### config.mk
export PLATFORM = sky130hd
export DESIGN_NAME = ee_access_regs
export DESIGN_NICKNAME = d
export VERILOG_FILES = /design/src/hdl/ee_access_pkg.sv /design/src/hdl/ee_write_timer.sv /design/src/hdl/ee_access_regs.sv
export VERILOG_INCLUDE_DIRS = /design/src /design/src/hdl
export SDC_FILE = /design/constraint.sdc
export NUM_CORES = 1
export LEC_CHECK = 0
export BUFFER_PORTS_ARGS = -buffer_cell sky130_fd_sc_hd__buf_4
export CAP_MARGIN = 20
export CORE_ASPECT_RATIO = 0.5
export CORE_MARGIN = 3
export CORE_UTILIZATION = 51
export CTS_BUF_LIST = sky130_fd_sc_hd__clkbuf_8
export DETAILED_ROUTE_END_ITERATION = 12
export MAX_ROUTING_LAYER = met4
export PLACE_DENSITY = 0.88
export SETUP_SLACK_MARGIN = 0.4
export SLEW_MARGIN = 20
export SYNTH_ARGS = -nofsm -noshare
export SYNTH_HDL_FRONTEND = slang
export SYNTH_SLANG_ARGS = --single-unit
### constraint.sdc
create_clock -name clk -period 2.8 [get_ports clk]
set_clock_uncertainty 0.2 [all_clocks]
set_input_delay 0.84 -clock clk [delete_from_list [all_inputs] [get_ports clk]]
set_output_delay 0.84 -clock clk [all_outputs]
set_load 0.02 [all_outputs]
### src/hdl/ee_access_params.svh
// constants for the nonvolatile access register block
// assumes the cpu register bus presents a 3-bit register select and byte data
//
// Operation
// [RQ1] The data-low register is an 8-bit read/write byte, zero after reset, that carries the EEPROM byte or the low program byte.
// [RQ2] The address-low register is an 8-bit read/write byte, zero after reset, that gives the low eight address bits.
// [RQ3] The data-high register holds six upper program-word bits in bits 5 to 0, and bits 7 and 6 read as zero.
// [RQ4] The address-high register holds upper program address bits in bits 4 to 0, and bits 7 to 5 read as zero.
// [RQ5] No EEPROM write cycle may start while the write-enable bit is zero, and that bit resets to zero; the code starts one if the same write sets it.
// [RQ6] Setting the write-start bit begins an EEPROM write, and a written zero to that bit is ignored.
// [RQ7] The write-start bit reads zero whenever no EEPROM write is in progress.
// [RQ8] Setting the read-start bit starts a read that hardware then clears, and a written zero does nothing.
// [RQ9] The space-select bit sends operations to program memory when one and to data memory when zero, and program memory is only read.
// [RQ10] A write cut short by a master-clear or watchdog reset sets the write-error flag.
// [RQ11] A write starts only after 55h then AAh go to the unlock register, immediately followed by the write-start set with writes enabled.
// [RQ12] When a write completes the write-start bit clears and the write-complete flag sets, and only software clears that flag; the code also clears it on rst.
// [RQ13] The write duration is a configurable cycle count during which the write-start bit stays set.
`ifndef EE_ACCESS_PARAMS_SVH
`define EE_ACCESS_PARAMS_SVH
// register selects
`define SEL_DATA_LOW 3'h0
`define SEL_ADDR_LOW 3'h1
`define SEL_DATA_HIGH 3'h2
`define SEL_ADDR_HIGH 3'h3
`define SEL_CONTROL 3'h4
`define SEL_UNLOCK 3'h5
`define SEL_FLAG 3'h6
// control register bits
`define BIT_SPACE 7
`define BIT_WERR 3
`define BIT_WRITE_ENABLE_BIT 2
`define BIT_WR 1
`define BIT_RD 0
// unlock keys
`define KEY_FIRST 8'h55
`define KEY_SECOND 8'hAA
// field masks of the narrow registers
`define MASK_DATA_HIGH 8'h3F
`define MASK_ADDR_HIGH 8'h1F
// self-timed write, in microseconds, and its cycle count at 20 MHz
`define WRITE_TIME_US 5000
`define CLK_MHZ 20
`define WRITE_CYCLES (`WRITE_TIME_US * `CLK_MHZ)
`endif

### src/hdl/ee_access_pkg.sv
// types for the nonvolatile access register block
// assumes nothing beyond a SystemVerilog compiler
package ee_access_pkg;
  // unlock sequence progress
  typedef enum logic [1:0] {
    unlock_idle,
    unlock_got_first,
    unlock_armed
  } unlock_state_t;
endpackage

### src/hdl/ee_write_timer.sv
// self-timed write duration counter for the EEPROM write cycle
// assumes start is a one-cycle pulse on the same clock
`timescale 1ns/1ns
`default_nettype none
module ee_write_timer #(
  parameter int CYCLES = 100000
) (
  // clock and reset
  input wire logic clk,
  input wire logic rst,
  // control
  input wire logic start,
  input wire logic abort,
  output logic busy,
  output logic done
);
  logic [31:0] count_reg;

  // count down while busy; done pulses on the last cycle
  always_ff @(posedge clk) begin
    if (rst || abort) begin
      count_reg <= 32'h0;
    end else if (start) begin
      count_reg <= 32'(CYCLES); // see [RQ13]
    end else if (count_reg != 32'h0) begin
      count_reg <= count_reg - 32'h1;
    end
  end

  assign busy = (count_reg != 32'h0);
  assign done = (count_reg == 32'h1);
endmodule // ee_write_timer
`default_nettype wire

### src/hdl/ee_access_regs.sv
// cpu-facing registers for indirect data EEPROM and program flash access
// assumes a single-cycle register port; arrays answer combinationally
`timescale 1ns/1ns
`default_nettype none
`include "ee_access_params.svh"
module ee_access_regs #(
  parameter int WRITE_CYCLES = `WRITE_CYCLES,
  parameter int PROG_ADDR_BITS = 13
) (
  // clock and reset
  input wire logic clk,
  input wire logic rst,
  // reset cause, pulses on the cycle the cpu reset is asserted
  input wire logic external_master_clear,
  input wire logic watchdog_timeout,
  // cpu register port
  input wire logic [2:0] reg_sel,
  input wire logic reg_wr,
  input wire logic reg_rd,
  input wire logic [7:0] reg_wdata,
  output logic [7:0] reg_rdata,
  // data eeprom array
  output logic [7:0] ee_addr,
  output logic [7:0] ee_wdata,
  output logic ee_write_start,
  output logic ee_write_active,
  output logic ee_read,
  input wire logic [7:0] ee_rdata,
  // program flash array, read only
  output logic [PROG_ADDR_BITS-1:0] prog_addr,
  output logic prog_read,
  input wire logic [13:0] prog_rdata,
  // write complete event
  output logic write_complete_flag
);
  logic [7:0] data_low_reg;
  logic [7:0] addr_low_reg;
  logic [5:0] data_high_reg;
  logic [4:0] addr_high_reg;
  logic space_select_reg;
  logic write_enable_bit_reg;
  logic write_error_flag_reg;
  logic read_start_reg;
  logic write_start_reg;
  logic flag_reg;
  ee_access_pkg::unlock_state_t unlock_reg;
  logic [7:0] control_view;
  logic wr_ctl;
  logic start_write;
  logic timer_busy;
  logic timer_done;
  logic abort;

  assign wr_ctl = reg_wr && (reg_sel == `SEL_CONTROL);
  // abnormal reset during a write, seen before rst takes effect
  assign abort = (external_master_clear || watchdog_timeout) && write_start_reg;
  // a write needs the key pair, writes enabled, data space and no write busy
  assign start_write = wr_ctl && reg_wdata[`BIT_WR] && !write_start_reg
    && (unlock_reg == ee_access_pkg::unlock_armed) // see [RQ11]
    && (reg_wdata[`BIT_WRITE_ENABLE_BIT] || write_enable_bit_reg) // see [RQ5]
    && !space_select_reg && !reg_wdata[`BIT_SPACE]; // see [RQ9]

  // unlock sequencer: any other register write breaks the chain
  always_ff @(posedge clk) begin
    if (rst) begin
      unlock_reg <= ee_access_pkg::unlock_idle;
    end else if (reg_wr && reg_sel == `SEL_UNLOCK) begin
      unique case (unlock_reg)
        ee_access_pkg::unlock_idle:
          unlock_reg <= (reg_wdata == `KEY_FIRST) ?
            ee_access_pkg::unlock_got_first : ee_access_pkg::unlock_idle;
        ee_access_pkg::unlock_got_first:
          unlock_reg <= (reg_wdata == `KEY_SECOND) ?
            ee_access_pkg::unlock_armed : ee_access_pkg::unlock_idle;
        ee_access_pkg::unlock_armed:
          unlock_reg <= (reg_wdata == `KEY_FIRST) ?
            ee_access_pkg::unlock_got_first : ee_access_pkg::unlock_idle;
      endcase
    end else if (reg_wr) begin
      unlock_reg <= ee_access_pkg::unlock_idle; // see [RQ11]
    end
  end

  // address registers
  always_ff @(posedge clk) begin
    if (rst) begin
      addr_low_reg <= 8'h00;
      addr_high_reg <= 5'h00;
    end else if (reg_wr && reg_sel == `SEL_ADDR_LOW) begin
      addr_low_reg <= reg_wdata; // see [RQ2]
    end else if (reg_wr && reg_sel == `SEL_ADDR_HIGH) begin
      addr_high_reg <= reg_wdata[4:0]; // see [RQ4]
    end
  end

  // data registers: cpu write, or loaded by a completed read
  always_ff @(posedge clk) begin
    if (rst) begin
      data_low_reg <= 8'h00;
      data_high_reg <= 6'h00;
    end else if (read_start_reg && space_select_reg) begin
      data_low_reg <= prog_rdata[7:0]; // see [RQ1]
      data_high_reg <= prog_rdata[13:8]; // see [RQ3]
    end else if (read_start_reg) begin
      data_low_reg <= ee_rdata; // see [RQ1]
    end else if (reg_wr && reg_sel == `SEL_DATA_LOW && !write_start_reg) begin
      data_low_reg <= reg_wdata; // see [RQ1]
    end else if (reg_wr && reg_sel == `SEL_DATA_HIGH) begin
      data_high_reg <= reg_wdata[5:0]; // see [RQ3]
    end
  end

  // plain control bits; write-enable does not affect a running write
  always_ff @(posedge clk) begin
    if (rst) begin
      space_select_reg <= 1'b0;
      write_enable_bit_reg <= 1'b0; // see [RQ5]
    end else if (wr_ctl) begin
      space_select_reg <= reg_wdata[`BIT_SPACE]; // see [RQ9]
      write_enable_bit_reg <= reg_wdata[`BIT_WRITE_ENABLE_BIT];
    end
  end

  // error flag: rst leaves it alone so it outlives the reset it reports;
  // its power-up value is unknown until software writes it
  always_ff @(posedge clk) begin
    if (abort) begin
      write_error_flag_reg <= 1'b1; // see [RQ10]
    end else if (wr_ctl && !rst) begin
      write_error_flag_reg <= reg_wdata[`BIT_WERR];
    end
  end

  // read start: set only, held one cycle while the array answers
  always_ff @(posedge clk) begin
    if (rst) begin
      read_start_reg <= 1'b0;
    end else if (read_start_reg) begin
      read_start_reg <= 1'b0; // see [RQ8]
    end else if (wr_ctl && reg_wdata[`BIT_RD]) begin
      read_start_reg <= 1'b1; // see [RQ8]
    end
  end

  // write start: zero writes ignored, cleared at completion or on an abort
  always_ff @(posedge clk) begin
    if (rst) begin
      write_start_reg <= 1'b0;
    end else if (start_write) begin
      write_start_reg <= 1'b1; // see [RQ6]
    end else if (timer_done || abort) begin
      // an abort also stops the timer, so nothing else would clear it
      write_start_reg <= 1'b0; // see [RQ7] [RQ12]
    end
  end

  // completion flag: set wins over a software clear
  always_ff @(posedge clk) begin
    if (rst) begin
      flag_reg <= 1'b0;
    end else if (write_start_reg && timer_done) begin
      flag_reg <= 1'b1; // see [RQ12]
    end else if (reg_wr && reg_sel == `SEL_FLAG && !reg_wdata[0]) begin
      flag_reg <= 1'b0;
    end
  end

  ee_write_timer #(
    .CYCLES(WRITE_CYCLES)
  ) u_timer (
    .clk(clk),
    .rst(rst),
    .start(start_write),
    .abort(abort),
    .busy(timer_busy),
    .done(timer_done)
  );

  // read mux; unlock register reads zero, unused bits zero
  assign control_view = {space_select_reg, 3'b000, write_error_flag_reg,
    write_enable_bit_reg, write_start_reg, read_start_reg};
  always_comb begin
    unique case (reg_sel)
      `SEL_DATA_LOW: reg_rdata = data_low_reg;
      `SEL_ADDR_LOW: reg_rdata = addr_low_reg;
      `SEL_DATA_HIGH: reg_rdata = {2'b00, data_high_reg}; // see [RQ3]
      `SEL_ADDR_HIGH: reg_rdata = {3'b000, addr_high_reg}; // see [RQ4]
      `SEL_CONTROL: reg_rdata = control_view;
      `SEL_FLAG: reg_rdata = {7'h00, flag_reg};
      default: reg_rdata = 8'h00;
    endcase
  end

  // array side
  assign ee_addr = addr_low_reg;
  assign ee_wdata = data_low_reg;
  assign ee_write_start = start_write;
  assign ee_write_active = write_start_reg;
  assign ee_read = read_start_reg && !space_select_reg;
  assign prog_read = read_start_reg && space_select_reg;
  assign prog_addr = PROG_ADDR_BITS'({addr_high_reg, addr_low_reg});
  assign write_complete_flag = flag_reg;

  // a write never starts without the unlock pair
  a_write_needs_key: assert property ( // see [RQ11]
    @(posedge clk) disable iff (rst)
    $rose(write_start_reg) |->
      $past(unlock_reg) == ee_access_pkg::unlock_armed)
    else $error("write started without unlock");
  a_write_needs_en: assert property ( // see [RQ5]
    @(posedge clk) disable iff (rst)
    $rose(write_start_reg) |-> $past(reg_wdata[`BIT_WRITE_ENABLE_BIT])
      || $past(write_enable_bit_reg))
    else $error("write started while disabled");
  a_zero_keeps_wr: assert property ( // see [RQ6]
    @(posedge clk) disable iff (rst)
    write_start_reg && !timer_done && !abort |=> write_start_reg)
    else $error("write start dropped early");
  a_wr_tracks_busy: assert property ( // see [RQ7] [RQ13]
    @(posedge clk) disable iff (rst)
    write_start_reg == timer_busy)
    else $error("write start and timer disagree");
  a_read_one_cycle: assert property ( // see [RQ8]
    @(posedge clk) disable iff (rst)
    read_start_reg |=> !read_start_reg)
    else $error("read start held too long");
  a_read_loads: assert property ( // see [RQ1]
    @(posedge clk) disable iff (rst)
    read_start_reg && !space_select_reg |=> data_low_reg == $past(ee_rdata))
    else $error("read data not loaded");
  a_no_prog_write: assert property ( // see [RQ9]
    @(posedge clk) disable iff (rst)
    space_select_reg |-> !start_write)
    else $error("write to program space");
  a_done_sets_flag: assert property ( // see [RQ12]
    @(posedge clk) disable iff (rst)
    write_start_reg && timer_done |=> flag_reg && !write_start_reg)
    else $error("completion not flagged");
  a_abort_errs: assert property ( // see [RQ10]
    @(posedge clk)
    abort |=> write_error_flag_reg && !write_start_reg)
    else $error("aborted write not flagged");
endmodule // ee_access_regs
`default_nettype wire

## After elaboration in Yosys (flattened, before gate mapping)

Index checks and enable logic that the tools add are counted.

| storage, ports and cells | value |
|---|---|
| flip-flop bits (word level) | 67 |
| word-level logic and storage cells | 92 |
| output and inout port bits | 42 |

| cells by class | value |
|---|---|
| reductions and logical operators | 44 |
| add/sub/neg operators | 1 |
| mux-type cells | 20 |
| equality and inequality tests | 13 |
| bitwise gates (word level) | 1 |

Operators with widths:

| operator | number |
|---|---|
| $pmux W8 S6 | 1 |
| $mux W17 | 2 |
| $eq A32 B1 Y1 const B | 1 |
| $reduce_bool A32 Y1 | 1 |
| $sub A32 B1 Y32 const B | 1 |
| $mux W6 | 4 |
| $mux W8 | 3 |
| $logic_and A1 B1 Y1 | 21 |
| $reduce_bool A2 Y1 | 5 |
| $eq A3 B3 Y1 const B | 3 |
| $eq A8 B7 Y1 const B | 1 |
| $eq A8 B8 Y1 const B | 1 |
| $eq A3 B2 Y1 const B | 2 |
| $mux W1 | 6 |
| $mux W2 | 3 |
| $reduce_or A2 Y1 | 3 |
| $logic_not A1 Y1 | 5 |
| $logic_or A1 B1 Y1 | 4 |
| $ne A2 B2 Y1 const B | 2 |
| $pmux W2 S2 | 1 |
| $eq A3 B1 Y1 const B | 1 |
| $logic_not A3 Y1 | 1 |
| $reduce_and A3 Y1 | 1 |
| $reduce_bool A3 Y1 | 1 |
| other kinds (5) | 5 |

## Longest topological paths before layout

| depth | value |
|---|---|
| depth in word-level cells | 9 |
| mapped depth | 8 |
| gate-level depth less buffers | 7 |

## Cells and area by module

A second synthesis with hierarchy kept.

| unflattened totals | value |
|---|---|
| cells, all modules | 430 |
| area total of the unflattened synthesis | 3834.9 µm² |

By module, submodules not included:

| module | cells each | seq. area each (µm²) | instances | area an instance (µm²) |
|---|---|---|---|---|
| ee_access_regs | 228 | 700.7 | 1 | 2099.5 |
| ee_write_timer | 202 | 640.6 | 1 | 1735.4 |

## Worst setup path after synthesis

Ideal clock, no wire load.

| timing | value |
|---|---|
| path type | input to output |
| start point | input port reg_sel[0] |
| end point | output port reg_rdata[2] |
| slack | -0.439 ns |
| buffers on the path | 2 |
| required time | 1.760 ns |
| stages on the path | 5 |
| arrival | 2.199 ns |
| path through | clkbuf_1 > clkbuf_1 > nor2b_1 > a22oi_1 > o22ai_1 |

| between the ends | value |
|---|---|
| word-level cells in the longest chain between the ends | 2 |
| elaborated cells between the ends (all ways) | 7 |
| those cells by class | eq/ne (5); mux (1); reduce/logical (1) |

Ends and longest elaborated chain:

| element | RTL line | source |
|---|---|---|
| start, declared | ee_access_regs.sv:17 | `input wire logic [2:0] reg_sel,` |
| $eq A3 B3 Y1 (tied with other cells) | ee_access_regs.sv:183 | `unique case (reg_sel)` |
| $pmux W8 S6 (*) | ee_access_regs.sv:183 |  |
| end, declared | ee_access_regs.sv:21 | `output logic [7:0] reg_rdata,` |

Every way passes the cells marked *; elsewhere a longest branch is shown, timed or not.

## Worst setup path in the final report

| timing | value |
|---|---|
| start point | input port reg_sel[1] |
| end point | output port reg_rdata[0] |

The elaborated chain is that of the path after synthesis.

==> summary.md <==
| Metric | Value |
|---|---|
| Hold Path Stages | 2 |
| Initial antenna violation count | 0 |
| Post-synth EDFFs | 0 |
| Data required time of the worst path | 1.76 ns |
| Net count, final | 585 |
| DR iter-0 viols | 588 |
| Total grt overflow | 0 |
| # rows | 20 |
| Chip Height | 65.0 um |
| CTS tree | done |
| Tmin final | 2.79 ns |
| Commonest non-fill, non-tap cell in the layout | buf_4 |
| Die area | 8060 um^2 |
| Max H-tree Level | 3 |
| Post-Syn Area | 3550 um^2 |
| Diodes inserted | 0 |
| Setup WS pre-CTS | -0.0811 ns |
| Final hold vios | 0 |
| CP endpoint kind | output port |
| Ys flop type | dfxtp_1 |
| Drt drc | 0 |
| Post-synth top area cell | dfxtp_1 |
| Pleak | 0.00216 uW |
| Synthesized flop and latch total | 67 |
| Fin crit share | 99.6% |
| Ports | 81 |
| Global-route usage over all layers | 27.9% |
| RSZ-0062 raised after global routing | true |
| Pre-antenna DRT Iters | 7 |
| Reg2Reg Depth | 6 |
| Cts hold-fix bufs | 0 |
| TritonCTS Sinks | 67 |
| Syn_area_per_cell | 8.03 um^2 |
| Root buf cell | clkbuf_8 |
| Ys async rst share | 0% |
| Highest-count cells in the layout ignoring fill and taps | buf_4 (103), dfxtp_1 (55), a21oi_1 (45), nor2_1 (44), nand2_1 (42) |
| Startpoint Class | input port |
| GP Congestion | 0.892 |
| P&R area growth vs syn | 51.9% |
| IR drop worst, VDD | 1090 uV |
| Synth Warn # | 0 |
| Initial core utilization | 55.6% |
| Max Root-Sink Buffers | 2 |
| Synth top area share | 37.8% |
| First-pass GRT wire length | 17,100 um |
| CTS clock-pin slew for the worst setup and hold paths | 0.07 ns |
| Largest net degree at the start of global routing | 38 |
| Via count | 4,190 |
| PwrDens | 1150 nW/um^2 |
| Critical path type | in -> out |
| Ranking of synthesized cells by area | dfxtp_1 (38%), a21oi_1 (7.6%), mux2i_1 (6.5%), nor2_1 (5.1%), nand2_1 (4.4%) |
| Max-Cap Viols | 0 |
| Max Fclk | 359 MHz |
| Seq/Total Area, Yosys | 37.8% |
| Crit-path max FO | 7 |
| Detail Placement HPWL | 6970 um |
| Vias in the first global route | 3,507 |
| Slew @ Worst Pin | 0.532 ns |
| Endpoints failing setup | 0 |
| Post-DR wirelength/cell | 21.4 um |
| Number of flip-flops in the largest register | 32 |
| Outcome | finished clean |
| Share of layout cells above drive strength 1 | 45.2% |
| HP Class | reg -> reg |
| Worst-Skew Late Latency | 0.37 ns |
| Post-Syn Instances | 442 |
| Total power | 6180 uW |
| Area of the core | 6380 um^2 |
| Slew headroom | 64.0% |
| Port Buffers | 79 |
| PnR worst setup slack | 0.0114 ns |
| CTS Buf Count | 9 |
| DR vias/cell | 6.58 |
| Worst Path Arrival | 1.75 ns |
| Chip Width | 124 um |
| Netlist cell types | 46 |
| Final wirelength | 13,600 um |
| Syn Nets | 483 |
| Antenna-violating nets left | 0 |
| Slew Limit Fails | 0 |
[worst max-delay path: stages]
cell,delay [ns]
buf_12,0.12
buf_4,0.17
nor3b_4,0.23
a31oi_2,0.08
o21ai_2,0.17
buf_6,0.14
[cell families after synthesis]
family	count (synthesis)	synth area share, %
compound gates	111	18.9
mux	27	8.07
flops	67	37.8
buf+inv	45	5.96
xor+xnor	5	1.23
simple gates	185	27.3
fa+ha+maj	2	0.705
[synth_stat cells (all sizes together) (9+ instances only)]
library cell and n:
mux2i 23, nor4 11, or4 16, o21ai 10
nand2 42, nand3 9, nor2 48, a211oi 9
buf 16, dfxtp 67, clkbuf 22, or3 22
o31ai 14, a21oi 54
[layer usage]
| layer | GRT usage [%] | vias to the layer above | share of wire (%) |
|---|---|---|---|
| met3 | 9.76 | 81 | 9.6 |
| met4 | 8.73 | 0 | 5.6 |
| li1 | - | 1827 | - |
| met2 | 46.1 | 329 | 48 |
| met5 | - | - | 0 |
| met1 | 32.0 | 1953 | 37 |
[worst paths after layout]
check | startpoint | endpoint | slack (ns)
worst max-delay path | reg_sel[1] | reg_rdata[0] | 0.01
worst min-delay path | u_timer.count_reg[29]$_SDFFE_PP0P_ | u_timer.count_reg[29]$_SDFFE_PP0P_ | 0.28
worst max register to register | u_timer.count_reg[29]$_SDFFE_PP0P_ | u_timer.count_reg[7]$_SDFFE_PP0P_ | 0.29
worst min register to register | u_timer.count_reg[29]$_SDFFE_PP0P_ | u_timer.count_reg[29]$_SDFFE_PP0P_ | 0.28
[power by group]
part	total, uW	internal [uW]	switching [uW]
combinational	3800	1740	2060
sequential	1440	1160	274
clock	941	545	396
[area by class of cell]
cell class,instances,area (um^2)
Timing Repair Buffer,129,1120
Sequential cell,67,1360
Fill cell,315,990
Tap cell,88,110
Inverter,7,28.8
Clock inverter,5,75.1
Multi-Input combinational cell,330,2550
Clock buffer,11,151
[repair_timing]
action                     in CTS  in global routing
setup endpoints to repair      31                 41
pin swaps                       9                 40
setup buffers                   3                 12
gates resized for setup        42                 88
gates cloned                    1                  1
[per-stage QoR]
stage	util [%]	TNS, ns	instances	area, um^2	hold WS [ns]
final	84.5	0	637	5390	0.277
after global routing	84.5	-0.0323	637	5390	0.310
after CTS	76.7	0	624	4890	0.273
after detailed placement	69.9	-0.398	604	4460	0.260
after global placement	69.9	-0.266	604	4460	0.248
after floorplan	-	0	442	3760	0.232
Power figures use the tool's default switching activity.
